[src/pkg/cscr_consts.vh]
// Constants for the codec serial control register bank
`ifndef CSCR_CONSTS_VH
`define CSCR_CONSTS_VH
`define CSCR_WORD_BITS 16
`define CSCR_SEL_HI 10
`define CSCR_SEL_LO 9
`define CSCR_SEL_LEFT 2'h0
`define CSCR_SEL_RIGHT 2'h1
`define CSCR_SEL_FUNC 2'h2
`define CSCR_SEL_FMT 2'h3
`define CSCR_APPLY_BIT 8
`define CSCR_LEVEL_HI 7
`define CSCR_SLEEP_BIT 8
`define CSCR_BYPASS_BIT 7
`define CSCR_COMMON_BIT 5
`define CSCR_ZDET_BIT 4
`define CSCR_FORCE_BIT 3
`define CSCR_DEEMPH_HI 2
`define CSCR_DEEMPH_LO 1
`define CSCR_SILENCE_BIT 0
`define CSCR_LOOP_BIT 5
`define CSCR_LAYOUT_HI 4
`define CSCR_LAYOUT_LO 2
`define CSCR_POL_BIT 1
`define CSCR_LEVEL_RST 8'hFF
`define CSCR_LAYOUT_RST 3'h0
`define CSCR_LAYOUT_I2S 3'h5
`define CSCR_LAYOUT_DSP 3'h6
`define CSCR_LAYOUT_RSVD 3'h7
`define CSCR_POL_LAST 3'h4
`define CSCR_ZERO_RUN 65536
`endif

[src/core/cscr_ctrl_regs.v]
// Serial control port and program register bank of a stereo audio codec
// Summary of operation
// - Four 16-bit program registers, loaded only via the three-wire serial port.
// - Word bits 10:9 select register 0 to 3.
// - Register 0 holds left apply flag bit 8, left level bits 7:0.
// - Apply flag zero only stores level; one applies the stored level.
// - Either apply flag set updates both channels' applied attenuation together.
// - Gain is code/256; 00h mutes, FFh is 0 dB.
// - Register 1 holds right apply flag bit 8, right level bits 7:0.
// - Register 2 bit 8 powers ADC down and zeroes its data.
// - Register 2 bit 7 one bypasses the ADC high-pass filter.
// - Register 2 bit 5 makes left level drive both channels.
// - Register 2 bit 4 enables output cut after 65536 zero bit clocks.
// - Register 2 bit 3 forces DAC to bipolar zero, keeping registers.
// - Register 2 bits 2:1 select de-emphasis off, 48, 44.1, 32 kHz.
// - Register 2 bit 0 soft-mutes both channels by ramping in the filter.
// - Register 3 holds loopback bit 5, format bits 4:2, polarity bit 1.
// - Format codes 000-110 select data layouts; 111 is reserved.
// - Loopback routes ADC to DAC, uses I2S format, not in DSP frame.
// - Polarity zero means left on high; applies to formats 0-4 only.
// - Reset gives 0 dB, individual control, all features off, filter on.
`timescale 1ns/10ps
`include "cscr_consts.vh"
module cscr_ctrl_regs #(
	parameter ZERO_RUN = `CSCR_ZERO_RUN
) (
	input wire mclk,
	input wire reset,
	input wire control_shift_clock,
	input wire control_serial_data,
	input wire control_latch,
	input wire bit_clock_in,
	input wire dac_data_zero,
	output reg [7:0] left_gain_code,
	output reg [7:0] right_gain_code,
	output reg [7:0] left_atten_level,
	output reg [7:0] right_atten_level,
	output reg adc_sleep,
	output reg adc_data_clear,
	output reg hpf_bypass,
	output reg common_atten_select,
	output reg zero_run_detect,
	output reg dac_amp_cut,
	output reg dac_force_bpz,
	output reg [1:0] deemph_select,
	output reg soft_silence,
	output reg loopback_enable,
	output reg [2:0] audio_layout_select,
	output reg [2:0] effective_layout,
	output reg word_clock_polarity,
	output reg polarity_applies,
	output reg layout_reserved
);
	////////////////////////////////////////////////////////////////////////
	// Two-flop synchronisers for pins from outside the mclk domain
	reg [3:0] sync1_r;
	reg [3:0] sync2_r;
	reg sclk_d_r;
	reg latch_d_r;
	reg bclk_d_r;
	always @(posedge mclk) begin
		if (reset) begin
			sync1_r <= 4'h0;
			sync2_r <= 4'h0;
			sclk_d_r <= 1'b0;
			latch_d_r <= 1'b0;
			bclk_d_r <= 1'b0;
		end else begin
			sync1_r <= {bit_clock_in, control_latch, control_serial_data, control_shift_clock};
			sync2_r <= sync1_r;
			sclk_d_r <= sync2_r[0];
			latch_d_r <= sync2_r[2];
			bclk_d_r <= sync2_r[3];
		end
	end
	wire sclk_rise = sync2_r[0] & ~sclk_d_r;
	wire latch_rise = sync2_r[2] & ~latch_d_r;
	wire bclk_rise = sync2_r[3] & ~bclk_d_r;

	////////////////////////////////////////////////////////////////////////
	// Shift register, MSB first; word taken only on latch rise
	reg [15:0] shift_r;
	always @(posedge mclk) begin
		if (reset)
			shift_r <= 16'h0000;
		else if (sclk_rise)
			shift_r <= {shift_r[14:0], sync2_r[1]};
	end
	wire [1:0] sel = shift_r[`CSCR_SEL_HI:`CSCR_SEL_LO];
	wire apply = shift_r[`CSCR_APPLY_BIT];
	wire [7:0] level = shift_r[`CSCR_LEVEL_HI:0];
	// Reserved bits from the host are simply not stored

	////////////////////////////////////////////////////////////////////////
	// Field values carried by the word now in the shift register
	// No read path exists at all
	wire word_sleep = shift_r[`CSCR_SLEEP_BIT];
	wire word_bypass = shift_r[`CSCR_BYPASS_BIT];
	wire word_common = shift_r[`CSCR_COMMON_BIT];
	wire word_zdet = shift_r[`CSCR_ZDET_BIT];
	wire word_force = shift_r[`CSCR_FORCE_BIT];
	wire [1:0] word_deemph = shift_r[`CSCR_DEEMPH_HI:`CSCR_DEEMPH_LO];
	wire word_silence = shift_r[`CSCR_SILENCE_BIT];
	wire word_loop = shift_r[`CSCR_LOOP_BIT];
	wire [2:0] word_layout = shift_r[`CSCR_LAYOUT_HI:`CSCR_LAYOUT_LO];
	wire word_pol = shift_r[`CSCR_POL_BIT];

	////////////////////////////////////////////////////////////////////////
	// Next values; every register holds unless a latch addresses it
	reg [7:0] left_level_nxt;
	reg [7:0] right_level_nxt;
	reg [7:0] left_gain_nxt;
	reg [7:0] right_gain_nxt;
	reg sleep_nxt;
	reg bypass_nxt;
	reg common_nxt;
	reg zdet_nxt;
	reg force_nxt;
	reg [1:0] deemph_nxt;
	reg silence_nxt;
	reg loop_nxt;
	reg [2:0] layout_nxt;
	reg pol_nxt;
	always @* begin
		left_level_nxt = left_atten_level;
		right_level_nxt = right_atten_level;
		left_gain_nxt = left_gain_code;
		right_gain_nxt = right_gain_code;
		sleep_nxt = adc_sleep;
		bypass_nxt = hpf_bypass;
		common_nxt = common_atten_select;
		zdet_nxt = zero_run_detect;
		force_nxt = dac_force_bpz;
		deemph_nxt = deemph_select;
		silence_nxt = soft_silence;
		loop_nxt = loopback_enable;
		layout_nxt = audio_layout_select;
		pol_nxt = word_clock_polarity;
		if (latch_rise) begin
			case (sel)
			`CSCR_SEL_LEFT: begin
				left_level_nxt = level;
				if (apply) begin
					left_gain_nxt = level;
					right_gain_nxt = common_atten_select ? level : right_atten_level;
				end
			end
			`CSCR_SEL_RIGHT: begin
				right_level_nxt = level;
				if (apply) begin
					left_gain_nxt = left_atten_level;
					right_gain_nxt = common_atten_select ? left_atten_level : level;
				end
			end
			`CSCR_SEL_FUNC: begin
				sleep_nxt = word_sleep;
				bypass_nxt = word_bypass;
				common_nxt = word_common;
				zdet_nxt = word_zdet;
				force_nxt = word_force;
				deemph_nxt = word_deemph;
				silence_nxt = word_silence;
			end
			`CSCR_SEL_FMT: begin
				loop_nxt = word_loop;
				layout_nxt = word_layout;
				pol_nxt = word_pol;
			end
			default: begin
				left_level_nxt = left_atten_level;
			end
			endcase
		end
	end

	////////////////////////////////////////////////////////////////////////
	// Register stage; both gains load on one edge so channels never step apart
	always @(posedge mclk) begin
		if (reset) begin
			left_atten_level <= `CSCR_LEVEL_RST;
			right_atten_level <= `CSCR_LEVEL_RST;
			left_gain_code <= `CSCR_LEVEL_RST;
			right_gain_code <= `CSCR_LEVEL_RST;
			adc_sleep <= 1'b0;
			hpf_bypass <= 1'b0;
			common_atten_select <= 1'b0;
			zero_run_detect <= 1'b0;
			dac_force_bpz <= 1'b0;
			deemph_select <= 2'h0;
			soft_silence <= 1'b0;
			loopback_enable <= 1'b0;
			audio_layout_select <= `CSCR_LAYOUT_RST;
			word_clock_polarity <= 1'b0;
		end else begin
			left_atten_level <= left_level_nxt;
			right_atten_level <= right_level_nxt;
			left_gain_code <= left_gain_nxt;
			right_gain_code <= right_gain_nxt;
			adc_sleep <= sleep_nxt;
			hpf_bypass <= bypass_nxt;
			common_atten_select <= common_nxt;
			zero_run_detect <= zdet_nxt;
			dac_force_bpz <= force_nxt;
			deemph_select <= deemph_nxt;
			soft_silence <= silence_nxt;
			loopback_enable <= loop_nxt;
			audio_layout_select <= layout_nxt;
			word_clock_polarity <= pol_nxt;
		end
	end

	////////////////////////////////////////////////////////////////////////
	// Derived format controls; loopback overrides layout except DSP frame
	always @(posedge mclk) begin
		if (reset) begin
			adc_data_clear <= 1'b0;
			effective_layout <= `CSCR_LAYOUT_RST;
			polarity_applies <= 1'b1;
			layout_reserved <= 1'b0;
		end else begin
			adc_data_clear <= adc_sleep;
			if (loopback_enable && audio_layout_select != `CSCR_LAYOUT_DSP)
				effective_layout <= `CSCR_LAYOUT_I2S;
			else
				effective_layout <= audio_layout_select;
			polarity_applies <= (audio_layout_select <= `CSCR_POL_LAST);
			layout_reserved <= (audio_layout_select == `CSCR_LAYOUT_RSVD);
		end
	end

	////////////////////////////////////////////////////////////////////////
	// Zero-run counter on bit clock edges; saturates to avoid wrap
	reg [16:0] zrun_r;
	always @(posedge mclk) begin
		if (reset) begin
			zrun_r <= 17'h00000;
			dac_amp_cut <= 1'b0;
		end else begin
			if (!zero_run_detect || !dac_data_zero)
				zrun_r <= 17'h00000;
			else if (bclk_rise && zrun_r < ZERO_RUN[16:0])
				zrun_r <= zrun_r + 17'h00001;
			dac_amp_cut <= zero_run_detect && dac_data_zero && (zrun_r >= ZERO_RUN[16:0]);
		end
	end
endmodule // cscr_ctrl_regs

[config.mk]
export PLATFORM = sky130hd
export DESIGN_NAME = cscr_ctrl_regs
export DESIGN_NICKNAME = d
export VERILOG_FILES = /design/src/core/cscr_ctrl_regs.v
export VERILOG_INCLUDE_DIRS = /design/src /design/src/pkg
export SDC_FILE = /design/constraint.sdc
export NUM_CORES = 1
export LEC_CHECK = 0
export CELL_PAD_IN_SITES_DETAIL_PLACEMENT = 0
export CELL_PAD_IN_SITES_GLOBAL_PLACEMENT = 1
export CORE_ASPECT_RATIO = 1.5
export CORE_MARGIN = 2
export CORE_UTILIZATION = 47
export DETAILED_ROUTE_END_ITERATION = 16
export DONT_BUFFER_PORTS = 1
export PLACE_DENSITY = 0.79
export SYNTH_ARGS = -nofsm -noshare
export SYNTH_HDL_FRONTEND = slang
export SYNTH_SLANG_ARGS = --single-unit
[constraint.sdc]
create_clock -name mclk -period 2.1 [get_ports mclk]
set_clock_uncertainty 0.15 [all_clocks]
set_input_delay 0.315 -clock mclk [delete_from_list [all_inputs] [get_ports mclk]]
set_output_delay 0.315 -clock mclk [all_outputs]
set_load 0.01 [all_outputs]
; ---- Word level (Yosys, flattened, before mapping)
; Cells that the tools add are included.
[word_totals]
ff_bits = 91
in_bits = 7
output_inout_bits = 52
elab_cells = 69
[op_classes]
add_sub_neg = 1
n_mux = 9
n_bitwise = 6
reduce_logical = 16
eq_ne = 7
magnitude_cmp = 3
[op_table]
columns = op, count
row1 = two-way mux 8 bit, 6
row2 = case mux 8 bit (2 select lines), 2
row3 = "adder 17 x 1 -> 17 bit, second input constant", 1
row4 = "greater-or-equal comparator 17 bit, second input constant", 1
row5 = "< comparator 17 bit, second input constant", 1
row6 = AND reduction 2 bit, 4
row7 = "== test 2 bit, second input constant", 2
row8 = logical AND 1 bit, 4
row9 = "!= test 2 bit, second input constant", 2
row10 = AND reduction 4 bit, 1
row11 = OR reduction 2 bit, 2
row12 = AND 1 bit, 3
row13 = "== test 3 bit, second input constant", 1
row14 = "less-or-equal comparator 3 bit, second input constant", 1
row15 = two-way mux 3 bit, 1
row16 = "!= test 3 bit, second input constant", 1
row17 = inverter 1 bit, 3
row18 = "== test 2 x 1 -> 1 bit, second input constant", 1
row19 = zero test 1 bit, 2
row20 = zero test 2 bit, 1
row21 = nonzero test 2 bit, 1
row22 = logical OR 1 bit, 1

; ---- Longest topological paths before layout
[logic_depth]
ltp_word = 3
depth_mapped = 6
ltp_nobuf = 5

; ---- Least setup slack after synthesis
; OpenSTA, ideal clock, no wires.
[synth_path]
kind = flip-flop to flip-flop
start = register zrun_r[5]
end = register zrun_r[14]
setup_time_ps = 70
path_buffers = 1
t_arrival_ps = 1615
period_less_slack_ps = 1834
path_stages_with_launch = 6
slack_ps = 266
required_ps = 1880
path_cell_list = dfxtp_1 nand4_2 or3_1 buf_2 or4_1 a21oi_1
[synth_via]
elab_chain_cells = 2
elab_cells_between_ends = 3
classes_between = add/sub: 1 / order compare: 1 / reduce/logical: 1
[synth_rtl]
columns = item, line_no
row1 = start: declaration, cscr_ctrl_regs.v:233  ; reg [16:0] zrun_r;
row2 = start signal: assignment, cscr_ctrl_regs.v:242  ; zrun_r <= zrun_r + 17'h00001;
row3 = < comparator 17 bit, cscr_ctrl_regs.v:241  ; else if (bclk_rise && zrun_r < ZERO_RUN[16:0])
row4 = logical AND 1 bit, cscr_ctrl_regs.v:241
; Several ways; a longest one is shown, not always the timed one.
; A chain may end at the register's enable or synchronous reset.

; ---- Worst setup path in the final report
[layout_path]
start = register zrun_r[4]
end = register zrun_r[14]
; The elaborated chain is that of the path after synthesis.

==> results.cfg <==
[status]
outcome = finished clean

[clock_network]
clockRootBuffer = clkbuf_8
clk_pin_slew_worst_paths_ns = 0.09
cts.path.max_buffers = 2
clkLatencyLatePin_ns = 0.36
numCtsBuffers = 9
cts_tree = yes
htreeDepth = 3
cts_sinks = 91

[grt]
antenna_found_initial = 0
grt_usage = 0.199
grt_max_degree = 74
grt_pass1_wl_um = 12700
grt_pass1_vias = 2540
grt_overflow = 0

[route]
totalWireLength_um = 7660
wl_per_cell_um = 15.6
vias = 2644
top_layer = met4
drcViolationCount = 0
ant_nets = 0
firstDrtPassIters = 4
drt_iter0_drc = 99
wl_met2_um = 3960
met3_length_um = 424
met1Wirelength_um = 3110
viasPerCell = 5.40

[timing]
tns_ns = 0
fin_crit_ns = 1.96
timing.slew.headroom = 0.706
hold_viol = 0
worst_pin_slew_ns = 0.440
slew_violations = 0
rsz0062_at_grt = no
fin_crit_sh = 0.931
finalSetupViolations = 0
fmax_mhz = 511

[critical_path]
path_buf_inv = 0
cp-end-kind = flop
critPathLaunch = zrun_r[4]$_SDFFE_PP0P_
r2r_setup_slack_ns = 0.14
slowest_delay_ns = 0.54
critPathLaunchType = flop
crit_fanout = 8
cp_top_family = simple AND/OR/NAND/NOR gates
endpoint = zrun_r[14]$_SDFFE_PP0P_
cp.arrival_ns = 2.10
required_ns = 2.25
worstReg2RegStart = zrun_r[4]$_SDFFE_PP0P_
slowest_stage = or4_1
cp_num_cells = 4
path_cells = nand4_2 > or3_1 > or4_1 > a21oi_1
crit_type = flop to flop
rr_endpoint = zrun_r[14]$_SDFFE_PP0P_
ff2ff_path_depth = 4

[hold_path]
hp-class = input port to flop

[logic_synthesis]
synth_nets = 393
syn_area_per_cell_um2 = 9.22
synth_cells = 385
synth_top_flop_cell = dfxtp_1
synth_edf_count = 0
netlist.area_leader.share = 0.513
async_flop_share = 0
netlist_area_mm2 = 0.00355
ys_ff_latch = 91
yosysSeqAreaShare = 0.513
synthTopCellsByArea = dfxtp_1 (51%), a211o_1 (5.9%), nor2b_1 (5.3%)
ys_types = 43
yosysTopAreaCell = dfxtp_1
yosysWarnings = 0

[placed_design]
portBuffers = 0
gp_congestion = 0.747
dpl_cell_area_mm2 = 0.00365
hpwl_um = 5230

[power_and_ir_drop]
leakage_nw = 1.36
p_per_area_mw_per_mm2 = 767
share_comb_of_total_power = 0.024
p_int_mw = 2.33
ir_drop_mv = 0.571
sw_frac_of_total = 0.225
seqPwrFrac = 0.586
p_switching_mw = 0.678
clock_power_share = 0.390

[die]
die_h_um = 110
pin_count = 59
fp.dieW_um = 75.0
rows = 38
die_area_mm2 = 0.00828
floorplan.initialDensity = 0.488
design.core.area_mm2 = 0.00727

[layout]
antenna_cells = 0
area_growth_pct = 10.4
final_cell_mix = dfxtp_1 (91), nand2_1 (46), nor2_1 (33)
final_area_mm2 = 0.00392
multiInputGateArea_mm2 = 0.00160
nets = 393
register_area_mm2 = 0.00182
mostFrequentLayoutCell = dfxtp_1
nFillCells = 675
layout-drive-gt1-share = 0.0949

[job]
maxCapViolCount = 0
## timing repair
action,4_1_cts,5_1_grt
hold buffers,5,0
gates resized for setup,0,0
hold endpoints to repair,73,0
buffers inserted,0,0
## how the worst min path moves through the flow
stage                           from                         to  slack, ns  cells past startpoint
2_1_floorplan  sync1_r[0]$_SDFF_PP0_      sync2_r[0]$_SDFF_PP0_       0.26                      1
3_3_place_gp                   reset  adc_data_clear$_SDFF_PP0_       0.24                      1
3_5_place_dp                   reset  adc_data_clear$_SDFF_PP0_       0.25                      1
4_1_cts                dac_data_zero    zrun_r[16]$_SDFFE_PP0P_       0.03                      3
5_1_grt                dac_data_zero    zrun_r[16]$_SDFFE_PP0P_       0.04                      3
6_report               dac_data_zero    zrun_r[16]$_SDFFE_PP0P_       0.04                      3
## power groups by stage
stage / clock network (mW) / logic, mW / registers (mW)
6_report: 1.17 / 0.0719 / 1.76
5_1_grt: 1.27 / 0.0801 / 1.76
4_1_cts: 1.22 / 0.0727 / 1.76
3_5_place_dp: 0 / 0.0401 / 1.80
3_3_place_gp: 0 / 0.0390 / 1.80
2_1_floorplan: 0 / 0.0507 / 1.79
## tightest hold or removal path, stage by stage
cell,delay [ns]
nand2_1,0.06
nor2_1,0.05
o21a_1,0.09
## kinds of logic after synthesis
family | Yosys count | synth area share
multiplexers | 18 | 0.0514
AND/OR/NAND/NOR | 155 | 0.227
AO/OA/AOI/OAI | 78 | 0.143
XOR/XNOR | 10 | 0.0247
buffers and inverters | 32 | 0.0374
flip-flops | 91 | 0.513
adder cells (fa/ha/maj) | 1 | 0.00352
## registers in the layout (all words and copies together) (netlist names), 2 cells and up
signal / count
sync1_r: 4
effective_layout: 3
left_gain_code: 8
shift_r: 11
right_gain_code: 8
audio_layout_select: 3
right_atten_level: 8
zrun_r: 17
sync2_r: 4
deemph_select: 2
left_atten_level: 8
## metrics by stage
stage | worst slack [ns] | util | total power, mW | hold WS, ns | instances
after global routing | 0.0519 | 0.539 | 3.12 | 0.0449 | 490
final | 0.145 | 0.539 | 3.01 | 0.0409 | 490
after floorplan | 0.266 | - | 1.84 | 0.264 | 385
after global placement | 0.216 | 0.502 | 1.84 | 0.244 | 469
after detailed placement | 0.184 | 0.502 | 1.84 | 0.245 | 469
after CTS | 0.153 | 0.539 | 3.05 | 0.0261 | 490
## synth_stat cells (all sizes together) (5+ instances only)
| master | instances |
|---|---|
| a211o | 24 |
| a21oi | 32 |
| and3 | 9 |
| buf | 7 |
| clkbuf | 22 |
| dfxtp | 91 |
| mux2i | 16 |
| nand2 | 46 |
| nor2 | 33 |
| nor2b | 30 |
| nor3b | 6 |
| o21ai | 12 |
| xnor2 | 5 |
| xor2 | 5 |
## layout make-up
cell class,instances,area share
Timing Repair Buffer,18,0.0421
Inverter,3,0.00287
Clock inverter,7,0.0195
Sequential cell,91,0.465
Multi-Input combinational cell,262,0.407
Tap cell,100,0.0319
Clock buffer,9,0.0316
## layer usage
metal	up-vias	track usage
met4	0	0.0952
met2	62	0.327
met5	-	0
met3	11	0.0447
met1	1241	0.237
li1	1330	-
(Power assumes the default switching activity.)
